`config.mk`:
```
export PLATFORM = sky130hd
export DESIGN_NAME = sgmii_mgmt_status_id_regs
export DESIGN_NICKNAME = d
export VERILOG_FILES = /design/src/sgmii_mgmt_pkg.sv /design/src/mdc_edge.sv /design/src/link_qualifier.sv /design/src/sgmii_mgmt_status_id_regs.sv
export SDC_FILE = /design/constraint.sdc
export NUM_CORES = 1
export LEC_CHECK = 0
export ABC_AREA = 1
export BUFFER_PORTS_ARGS = -buffer_cell sky130_fd_sc_hd__buf_2
export CAP_MARGIN = 20
export CORE_ASPECT_RATIO = 0.5
export CORE_UTILIZATION = 52
export DETAILED_ROUTE_END_ITERATION = 8
export PLACE_DENSITY = 0.69
export SLEW_MARGIN = 20
export SYNTH_ARGS = -nofsm -noshare
export SYNTH_HDL_FRONTEND = slang
export SYNTH_HIERARCHICAL = 1
export SYNTH_SLANG_ARGS = --single-unit
```
`constraint.sdc`:
```
create_clock -name clk -period 3.5 [get_ports clk]
set_input_delay 1.05 -clock clk [delete_from_list [all_inputs] [get_ports clk]]
set_output_delay 1.05 -clock clk [all_outputs]
set_load 0.01 [all_outputs]
```
`src/sgmii_mgmt_pkg.sv`:
```
// constants, types and register map for the management status slice
package sgmii_mgmt_pkg;

  // ----------------------------------------------------------------
  // timing
  // ----------------------------------------------------------------
  localparam int LINK_TIMER_NS = 1600000;
  localparam int CLK_PERIOD_NS = 100;
  // least time, so round up to whole cycles
  localparam int LINK_TIMER_CYCLES =
    (LINK_TIMER_NS + CLK_PERIOD_NS - 1) / CLK_PERIOD_NS;
  localparam int TIMER_W = 24;

  // ----------------------------------------------------------------
  // register addresses
  // ----------------------------------------------------------------
  localparam logic [4:0] REG_STATUS = 5'h01;
  localparam logic [4:0] REG_ID_UPPER = 5'h02;
  localparam logic [4:0] REG_ID_LOWER = 5'h03;

  // ----------------------------------------------------------------
  // status register layout
  // ----------------------------------------------------------------
  localparam int ABILITY_HI = 15;
  localparam int ABILITY_LO = 9;
  localparam int EXT_STATUS_BIT = 8;
  localparam int UNIDIR_BIT = 7;
  localparam int PREAMBLE_SUPP_BIT = 6;
  localparam int AN_DONE_BIT = 5;
  localparam int RFAULT_BIT = 4;
  localparam int AN_ABLE_BIT = 3;
  localparam int LINK_BIT = 2;
  localparam int JABBER_BIT = 1;
  localparam int EXT_CAP_BIT = 0;
  // constant part: bits 8, 7, 6 and 3 set, all else clear
  localparam logic [15:0] STATUS_FIXED = 16'h01c8;

  // ----------------------------------------------------------------
  // identifier layout (values arbitrary, not a real maker)
  // ----------------------------------------------------------------
  localparam logic [21:0] ORG_ID_DEFAULT = 22'h2a5c31;
  localparam logic [5:0] MODEL_DEFAULT = 6'h15;
  localparam logic [3:0] REVISION_DEFAULT = 4'h3;
  localparam int ORG_UPPER_LO = 6;

  // ----------------------------------------------------------------
  // management frame fields
  // ----------------------------------------------------------------
  localparam logic [1:0] OP_READ = 2'h2;
  localparam logic [3:0] OP_LAST = 4'h1;
  localparam logic [3:0] ADDR_LAST = 4'h9;
  localparam logic [3:0] TA_LAST = 4'h1;
  localparam logic [3:0] DATA_LAST = 4'hf;

  typedef enum {
    st_idle,
    st_start,
    st_op,
    st_addr,
    st_ta,
    st_data
  } frame_state_e;

  typedef struct packed {
    logic sync_status;
    logic an_enable;
    logic an_complete;
    logic remote_fault;
  } link_state_s;

  typedef logic [15:0] mgmt_word_t;

endpackage

```
`src/mdc_edge.sv`:
```
// rising edge detector for the management clock input
`timescale 1ns/10ps
module mdc_edge
  import sgmii_mgmt_pkg::*;
(
  input wire logic clk,
  input wire logic core_rstn,
  input wire logic management_frame_clk,
  output logic rise
);

  logic mdc_q;

  // reset high so a clock already high is not seen as an edge
  always_ff @(posedge clk) begin
    if (!core_rstn) begin
      mdc_q <= 1'h1;
    end else begin
      mdc_q <= management_frame_clk;
    end
  end

  assign rise = management_frame_clk & ~mdc_q;

endmodule // mdc_edge

```
`src/link_qualifier.sv`:
```
// holds sync for one link timer interval after it is lost
`timescale 1ns/10ps
module link_qualifier
  import sgmii_mgmt_pkg::*;
#(
  parameter int unsigned timer_cycles = LINK_TIMER_CYCLES
)(
  input wire logic clk,
  input wire logic core_rstn,
  input wire logic sync_status,
  output logic sync_held
);

  logic [TIMER_W-1:0] loss_count;

  always_ff @(posedge clk) begin
    if (!core_rstn) begin
      loss_count <= '0;
      sync_held <= 1'h0;
    end else if (sync_status) begin
      loss_count <= '0;
      sync_held <= 1'h1;
    end else if (sync_held) begin
      // drop only after a full interval of loss
      if (loss_count == TIMER_W'(timer_cycles - 1)) begin
        loss_count <= '0;
        sync_held <= 1'h0;
      end else begin
        loss_count <= loss_count + 1'h1;
      end
    end
  end
endmodule // link_qualifier

```
`src/sgmii_mgmt_status_id_regs.sv`:
```
// status and identifier registers behind the management serial port
//
// Notes on behaviour
// - status bits 15 to 9 read zero
// - bit 8 reads one, extended status present
// - bit 7 reads one, writes ignored
// - bit 6 reads one, preambleless frames accepted
// - bit 5 shows negotiation complete, resets zero
// - bit 4 remote fault, clears on read
// - bit 3 reads one, negotiation capable
// - bit 2 latches low, read reloads it
// - link high needs sync and, when negotiation is enabled, negotiation done
// - link low on no sync or lost sync
// - link drops after full link timer loss
// - bit 1 jabber reads zero
// - bit 0 extended capability reads zero
// - identifier registers return fixed constants
// - undefined addresses read zero, read-only
// - any reset source restores all defaults
`timescale 1ns/10ps
module sgmii_mgmt_status_id_regs
  import sgmii_mgmt_pkg::*;
#(
  parameter int unsigned link_timer_cycles = LINK_TIMER_CYCLES,
  parameter logic [21:0] org_id = ORG_ID_DEFAULT,
  parameter logic [5:0] model_number = MODEL_DEFAULT,
  parameter logic [3:0] revision = REVISION_DEFAULT
)(
  input wire logic clk,
  input wire logic resetn,
  input wire logic clk_lock,
  input wire logic soft_reset,
  input wire logic [4:0] phy_address,
  input wire link_state_s link_in,
  input wire logic management_frame_clk,
  input wire logic management_frame_in,
  output logic management_frame_out,
  output logic management_frame_oe,
  output logic link_status,
  output logic remote_fault,
  output logic an_done
);

  // ----------------------------------------------------------------
  // reset and link qualification
  // ----------------------------------------------------------------
  logic core_rstn;
  logic mdc_rise;
  logic sync_held;
  logic link_ok;

  // all three sources restore every default
  assign core_rstn = resetn & clk_lock & ~soft_reset;

  mdc_edge u_mdc_edge (
    .clk(clk),
    .core_rstn(core_rstn),
    .management_frame_clk(management_frame_clk),
    .rise(mdc_rise)
  );

  link_qualifier #(
    .timer_cycles(link_timer_cycles)
  ) u_link_qualifier (
    .clk(clk),
    .core_rstn(core_rstn),
    .sync_status(link_in.sync_status),
    .sync_held(sync_held)
  );

  // negotiation only gates the link when enabled
  assign link_ok = sync_held & (~link_in.an_enable | link_in.an_complete);

  // ----------------------------------------------------------------
  // frame engine
  // ----------------------------------------------------------------
  frame_state_e state;
  logic [3:0] bit_count;
  logic [1:0] opcode;
  logic [9:0] addr_shift;
  logic [4:0] reg_addr;
  logic is_read;
  mgmt_word_t read_shift;
  mgmt_word_t read_word;
  logic read_done;
  logic [9:0] next_addr;

  assign next_addr = {addr_shift[8:0], management_frame_in};

  always_ff @(posedge clk) begin
    if (!core_rstn) begin
      state <= st_idle;
      bit_count <= '0;
      opcode <= '0;
      addr_shift <= '0;
      reg_addr <= '0;
      is_read <= 1'h0;
    end else if (mdc_rise) begin
      case (state)
        // preamble is optional, a zero starts the frame
        st_idle: begin
          if (!management_frame_in) begin
            state <= st_start;
          end
        end
        st_start: begin
          state <= management_frame_in ? st_op : st_idle;
          bit_count <= '0;
        end
        st_op: begin
          opcode <= {opcode[0], management_frame_in};
          bit_count <= bit_count + 4'h1;
          if (bit_count == OP_LAST) begin
            state <= st_addr;
            bit_count <= '0;
          end
        end
        st_addr: begin
          addr_shift <= next_addr;
          bit_count <= bit_count + 4'h1;
          if (bit_count == ADDR_LAST) begin
            state <= st_ta;
            bit_count <= '0;
            reg_addr <= next_addr[4:0];
            is_read <= (opcode == OP_READ) &&
                       (next_addr[9:5] == phy_address);
          end
        end
        st_ta: begin
          bit_count <= bit_count + 4'h1;
          if (bit_count == TA_LAST) begin
            state <= st_data;
            bit_count <= '0;
          end
        end
        // write data is clocked through and dropped
        st_data: begin
          bit_count <= bit_count + 4'h1;
          if (bit_count == DATA_LAST) begin
            state <= st_idle;
            bit_count <= '0;
            is_read <= 1'h0;
          end
        end
        default: begin
          state <= st_idle;
        end
      endcase
    end
  end

  // read completes when the station samples the last data bit
  assign read_done = mdc_rise && state == st_data &&
                     bit_count == DATA_LAST && is_read &&
                     reg_addr == REG_STATUS;

  // ----------------------------------------------------------------
  // status bits
  // ----------------------------------------------------------------
  always_ff @(posedge clk) begin
    if (!core_rstn) begin
      an_done <= 1'h0;
    end else begin
      an_done <= link_in.an_complete;
    end
  end

  // a fault arriving with the clearing read is kept
  always_ff @(posedge clk) begin
    if (!core_rstn) begin
      remote_fault <= 1'h0;
    end else if (link_in.remote_fault) begin
      remote_fault <= 1'h1;
    end else if (read_done) begin
      remote_fault <= 1'h0;
    end
  end

  // latch low, reload on read; station must read twice
  always_ff @(posedge clk) begin
    if (!core_rstn) begin
      link_status <= 1'h0;
    end else if (read_done) begin
      link_status <= link_ok;
    end else if (!link_ok) begin
      link_status <= 1'h0;
    end
  end

  // ----------------------------------------------------------------
  // read mux and output driver
  // ----------------------------------------------------------------
  always_comb begin
    read_word = '0; // undefined addresses read zero
    case (reg_addr)
      REG_STATUS: begin
        read_word = STATUS_FIXED;
        read_word[AN_DONE_BIT] = an_done;
        read_word[RFAULT_BIT] = remote_fault;
        read_word[LINK_BIT] = link_status;
      end
      REG_ID_UPPER: begin
        read_word = org_id[21:ORG_UPPER_LO];
      end
      REG_ID_LOWER: begin
        read_word = {org_id[ORG_UPPER_LO-1:0], model_number, revision};
      end
      default: begin
        read_word = '0;
      end
    endcase
  end

  // snapshot at turnaround so the clearing read sees old values
  always_ff @(posedge clk) begin
    if (!core_rstn) begin
      read_shift <= '0;
      management_frame_out <= 1'h0;
      management_frame_oe <= 1'h0;
    end else if (mdc_rise) begin
      if (state == st_ta && is_read) begin
        if (bit_count == TA_LAST) begin
          management_frame_out <= read_word[15];
          read_shift <= {read_word[14:0], 1'h0};
        end else begin
          management_frame_out <= 1'h0;
          management_frame_oe <= 1'h1;
        end
      end else if (state == st_data && is_read) begin
        if (bit_count == DATA_LAST) begin
          management_frame_oe <= 1'h0;
          management_frame_out <= 1'h0;
        end else begin
          management_frame_out <= read_shift[15];
          read_shift <= {read_shift[14:0], 1'h0};
        end
      end else begin
        management_frame_oe <= 1'h0;
        management_frame_out <= 1'h0;
      end
    end
  end

  // ----------------------------------------------------------------
  // checks
  // ----------------------------------------------------------------
  logic status_snap;
  logic id_upper_snap;
  logic unmapped_snap;

  assign status_snap = mdc_rise && state == st_ta && is_read &&
                       bit_count == TA_LAST && reg_addr == REG_STATUS;
  assign id_upper_snap = mdc_rise && state == st_ta && is_read &&
                         bit_count == TA_LAST && reg_addr == REG_ID_UPPER;
  assign unmapped_snap = mdc_rise && state == st_ta && is_read &&
                         bit_count == TA_LAST && reg_addr > REG_ID_LOWER;
endmodule // sgmii_mgmt_status_id_regs

```
After elaboration in Yosys (flattened, before gate mapping)
Index checks and enable logic that the tools add are counted.
Word-level totals
  bits in writable memories: 0
  memories kept: 0
  register bits: 100
  word-level logic and storage cells: 108
  latch bits: 0
  output and inout port bits: 5
  bits in read-only memories: 0
Cells by class
  shift-type cells: 0
  divide/modulo/power cells: 0
  reduce and logical (&&, ||, !) cells: 22
  bitwise logic cells: 9
  order comparisons: 0
  equal/unequal tests: 26
  muxes and demuxes: 34
  add/sub/neg operators: 2
  $mul: 0
Operator list (number)
  32-bit one-hot mux with 6 select lines: 1
  32-bit two-way mux: 5
  32-bit by 2-bit equality test with 1-bit output (second input constant): 2
  32-bit by 3-bit equality test with 1-bit output (second input constant): 2
  32-bit by 4-bit equality test with 1-bit output (second input constant): 2
  16-bit two-way mux: 4
  16-bit one-hot mux with 3 select lines: 1
  32-bit by 1-bit equality test with 1-bit output (second input constant): 1
  32-bit zero test: 1
  24-bit by 1-bit adder with 24-bit output (second input constant): 1
  24-bit by 14-bit equality test with 1-bit output (second input constant): 1
  24-bit two-way mux: 1
  1-bit two-way mux: 16
  4-bit one-hot mux with 4 select lines: 1
  4-bit two-way mux: 3
  2-bit inequality test (second input constant): 6
  5-bit by 2-bit equality test with 1-bit output (second input constant): 2
  4-bit equality test (second input constant): 2
  4-bit AND reduction: 2
  1-bit logical AND: 7
  2-bit by 1-bit inequality test with 1-bit output (second input constant): 3
  2-bit AND reduction: 3
  3-bit AND reduction: 2
  6-bit AND reduction: 1
  other kinds (14): 23

Depth between registers and ports, before layout
  depth in word-level cells: 8
  mapped depth: 11

Cells and area by module
The synthesis kept the hierarchy.
By module, submodules not included
  sgmii_mgmt_status_id_regs: cells an instance 366, instances 1, area each 2322.2 µm²
  link_qualifier: cells an instance 235, instances 1, area each 1508.9 µm²
  mdc_edge: cells an instance 4, instances 1, area each 33.8 µm²

Worst setup path before layout
OpenSTA, ideal clock, no wires.
  path type: input -> register
  start point: input port resetn
  end point: register u_link_qualifier.loss_count[15]
  arrival time: 2327 ps
  stages: 8
  path buffers: 2
  setup slack: 1108 ps
  path through: nand2_1 -> nor2_1 -> clkbuf_1 -> inv_1 -> nor2_1 -> inv_1 -> clkbuf_1 -> nor2_1
Between the ends
  cells in the longest elaborated chain, start to end: 4
Ends and longest elaborated chain
  from (decl): line sgmii_mgmt_status_id_regs.sv:30  | input wire logic resetn,
  1-bit bitwise AND (2 in a row): line sgmii_mgmt_status_id_regs.sv:53  | assign core_rstn = resetn & clk_lock & ~soft_reset;
  net core_rstn: line sgmii_mgmt_status_id_regs.sv:47  | logic core_rstn;
  1-bit NOT (no source line)
  2-bit OR reduction (no source line)
  to (signal assigned): line link_qualifier.sv:29  | loss_count <= loss_count + 1'h1;
  to (decl): line link_qualifier.sv:14  | logic [TIMER_W-1:0] loss_count;
The timed path passes the listed nets, and every way through them passes these cells.
A chain may end at the register's enable or synchronous reset.

Worst setup path after layout
  start point: input port management_frame_clk
  end point: register state[1]
Between the ends
  cells in the longest elaborated chain, start to end: 2
Ends and longest elaborated chain
  from (decl): line sgmii_mgmt_status_id_regs.sv:35  | input wire logic management_frame_clk,
  1-bit bitwise AND: line mdc_edge.sv:23  | assign rise = management_frame_clk & ~mdc_q;
  net mdc_rise: line sgmii_mgmt_status_id_regs.sv:48  | logic mdc_rise;
  6-bit AND reduction (no source line)
  to (signal assigned): line sgmii_mgmt_status_id_regs.sv:92  | state <= st_idle;
  to (signal assigned): line sgmii_mgmt_status_id_regs.sv:103  | state <= st_start;
  to (signal assigned): line sgmii_mgmt_status_id_regs.sv:107  | state <= management_frame_in ? st_op : st_idle;
  to (decl): line sgmii_mgmt_status_id_regs.sv:77  | frame_state_e state;
The timed path passes the listed nets, and every way through them passes these cells.

==> impl_metrics.ini <==
[synthesis]
ys_types = 30
synth.cell_area_mm2 = 0.00386
synth_top_cell_area_share_pct = 36.3
syn_avg_cell_area_um2 = 6.39
muxShareOfSynthArea_pct = 0
synth.net_count = 623
ys_ff_latch = 70
synth_simple_gate_area_share_pct = 43.2
yosysWarnings = 6
synth-adder-area-share_pct = 0.971
synth_xor_area_share_pct = 2.04
synth_cells = 605
synth_top_area_cell = sky130_fd_sc_hd__dfxtp_1
synth.yosys.seq_area_share_pct = 36.3
synth_top_cells_by_area = sky130_fd_sc_hd__dfxtp_1, sky130_fd_sc_hd__nand2_1, sky130_fd_sc_hd__nor2_1
synth_compound_gate_area_share_pct = 6.60
synth_top_family_by_area = simple AND/OR/NAND/NOR gates

[cells_and_area]
insertedDiodeCount = 0
sequential_standard_cell_area_mm2 = 0.00140
final_cell_count_no_fill = 719
commonest_non_fill_non_tap_cell_in_the_layout = sky130_fd_sc_hd__nand2_1
fill_cells = 667
multi_input_area_mm2 = 0.00204
drive_above_1_share_pct = 11.3
design.final.nets = 640
final_cell_mix = sky130_fd_sc_hd__nand2_1, sky130_fd_sc_hd__nor2_1, sky130_fd_sc_hd__inv_1
layout_area_overhead_pct = 11.7

[clocking]
cts_made_buffers = 9
cts_hold_buffers = 0
cts_setup_buffers = 0
htreeDepth = 3
cts.path.max_buffers = 2
cts_root_buffer = sky130_fd_sc_hd__clkbuf_16
clkLatencyLatePin_ns = 0.34
cts_sinks = 70
clock_slew_at_reported_path_ffs_ns = 0.06
post_cts_resized = 0
tritoncts = done

[placement]
io_buffers = 19
dp_hpwl_mm = 5.80
numPlacedInstances = 703
gpl.final_weighted_congestion = 0.884

[floorplanning]
placementRows = 21
dieArea_mm2 = 0.00780
floorplan.initialDensity_pct = 55.7
core_mm2 = 0.00694
horizontal_die_dimension_um = 124
floorplan.die.height_um = 63.0
design.portCount = 20

[critical_path]
crit-reg2reg-capture = u_link_qualifier/loss_count[16]
worstSetupPathType = primary input to flip-flop
cpPeakStageDelay_ns = 0.34
r2r_cells = 9
crit_path_end_kind = flip-flop
critical_path.cell_chain = buf_2 > inv_1 > nor2_2 > inv_1 > a21oi_1 > nand3_2 > nand2_1 > inv_1 > nor2_1
critPathSlowestCell = sky130_fd_sc_hd__nor2_2
reg2reg_slack_ns = 1.63
crit_path_max_fanout = 10
crit_path_frequent_cell = sky130_fd_sc_hd__inv_1
critical_path_launch_point_type = primary input
r2r_start = u_link_qualifier/sync_held
critical_path_arrival_ns = 2.36
critical_path.startpoint = management_frame_clk
critical_path.endpoint = state[1]
worstPathRequired_ns = 3.78

[power]
power_per_cell_area_mw_per_mm2 = 419
power.ir.vdd_worst_uv = 247
power.static_leakage_uw = 0.00184

[timing]
rsz_0062_raised_after_global_routing = no
timing.slew.headroom_pct = 40.3
final-setup-viol-count = 0
post-route-min-period_ns = 2.08
setup-tns-final_ns = 0
maxSlewViolCount = 0
post-route-period-util_pct = 59.5
fin_worst_skew_ns = 0.00551
timing_worst_slew_pin_value_ns = 0.894
maxClockFrequency_mhz = 480
finalHoldViolations = 0

[routing]
drt-initial-drc-count = 250
vias_per_cell = 4.98
wl_per_cell_um = 11.4
detailroute.via_count = 3583
drtPass1Iterations = 5
route.detailed.drc = 0
final_routed_wirelength_mm = 8.21
drtAntennaViolNets = 0

[global_route]
busiest_layer = met2
grt_remaining_overflow = 0
grt_pass1_vias = 3289
grt_usage_pct = 23.8
gr-usage-met2_pct = 38.1
grt_start_max_net_pins = 36
antenna_violations_before_repair = 0
grt_use_met3_pct = 8.76
met1_global_route_usage_pct = 30.2
grt_first_pass_wirelength_mm = 14.5

[hold_path]
worst_hold_path_type = flip-flop to flip-flop
hold_path_depth = 2

[run]
timing.max_cap.violations = 0

[run_status]
run_status = completed
## through the flow
| stage | util [%] | area, um2 | setup slack (ns) | power, uW | hold WS (ns) |
|---|---|---|---|---|---|
| after floorplan | - | 3860 | 1.11 | 839 | 0.424 |
| after global placement | 57.7 | 4000 | 1.15 | 855 | 0.445 |
| after detailed placement | 57.7 | 4000 | 1.06 | 855 | 0.446 |
| after CTS | 62.2 | 4320 | 1.41 | 1830 | 0.455 |
| after global routing | 62.2 | 4320 | 1.24 | 1870 | 0.475 |
| final | 62.2 | 4320 | 1.42 | 1810 | 0.451 |
## where the power goes
part / total (uW) / internal [uW] / switching (uW) / leakage, uW
clock network: 970 / 641 / 329 / 0.000157
logic: 36.6 / 12.9 / 23.8 / 0.00112
registers: 802 / 799 / 3.21 / 0.000564
## final cells by class
cell class                 count  area share, %
multi-input combinational    432           47.3
sequential                    70           32.5
inverter                      88           7.65
clock buffer                  12           5.71
tap                           92           2.67
timing repair buffer          21           2.55
clock inverter                 4           1.62
## registers in the layout, summed over array words and instances (netlist names)
name                         cells
u_link_qualifier/sync_held       1
an_done                          1
u_link_qualifier/loss_count     24
opcode                           2
management_frame_out             1
u_mdc_edge/mdc_q                 1
read_shift                      15
reg_addr                         5
state                            3
bit_count                        4
link_status                      1
management_frame_oe              1
remote_fault                     1
is_read                          1
addr_shift                       9
## worst min-delay path by stage
stage / start / endpoint
2_1_floorplan: opcode[1] / opcode[1]
3_3_place_gp: opcode[1] / opcode[1]
3_5_place_dp: opcode[1] / opcode[1]
4_1_cts: opcode[1] / opcode[1]
6_report: opcode[1] / opcode[1]
5_1_grt: opcode[1] / opcode[1]
## cell usage after synthesis
library cell / instances
sky130_fd_sc_hd__a21oi_1: 26
sky130_fd_sc_hd__a31oi_1: 1
sky130_fd_sc_hd__buf_1: 1
sky130_fd_sc_hd__buf_2: 4
sky130_fd_sc_hd__buf_6: 4
sky130_fd_sc_hd__clkbuf_1: 5
sky130_fd_sc_hd__clkbuf_2: 1
sky130_fd_sc_hd__dfxtp_1: 70
sky130_fd_sc_hd__ha_1: 3
sky130_fd_sc_hd__inv_1: 84
sky130_fd_sc_hd__inv_2: 4
sky130_fd_sc_hd__nand2_1: 152
sky130_fd_sc_hd__nand2_2: 7
sky130_fd_sc_hd__nand2_4: 3
sky130_fd_sc_hd__nand3_1: 56
sky130_fd_sc_hd__nand3_2: 3
sky130_fd_sc_hd__nand3_4: 1
sky130_fd_sc_hd__nand3b_1: 1
sky130_fd_sc_hd__nand4_1: 20
sky130_fd_sc_hd__nor2_1: 108
sky130_fd_sc_hd__nor2_2: 8
sky130_fd_sc_hd__nor2_4: 7
sky130_fd_sc_hd__nor3_1: 4
sky130_fd_sc_hd__o211ai_1: 1
sky130_fd_sc_hd__o21ai_0: 19
sky130_fd_sc_hd__o21ai_2: 1
sky130_fd_sc_hd__o21bai_1: 1
sky130_fd_sc_hd__or2_2: 1
sky130_fd_sc_hd__xnor2_1: 4
sky130_fd_sc_hd__xor2_1: 5
## logic make-up after synthesis
kind of cell,count (synthesis)
simple gates,371
buf+inv,103
flops,70
compound gates,49
xor+xnor,9
fa+ha+maj,3
## routing by layer
layer,up-vias,routed length [um]
met3,10,429
li1,1922,-
met4,0,81
met2,58,3510
met1,1593,4190
met5,-,0
## worst max-delay path, delay by kind of cell
family          cells  cell delay, ns
compound gates      1            0.32
buf+inv             4            0.34
simple gates        4            0.64
Note: power is estimated with default switching activity, not from simulation.
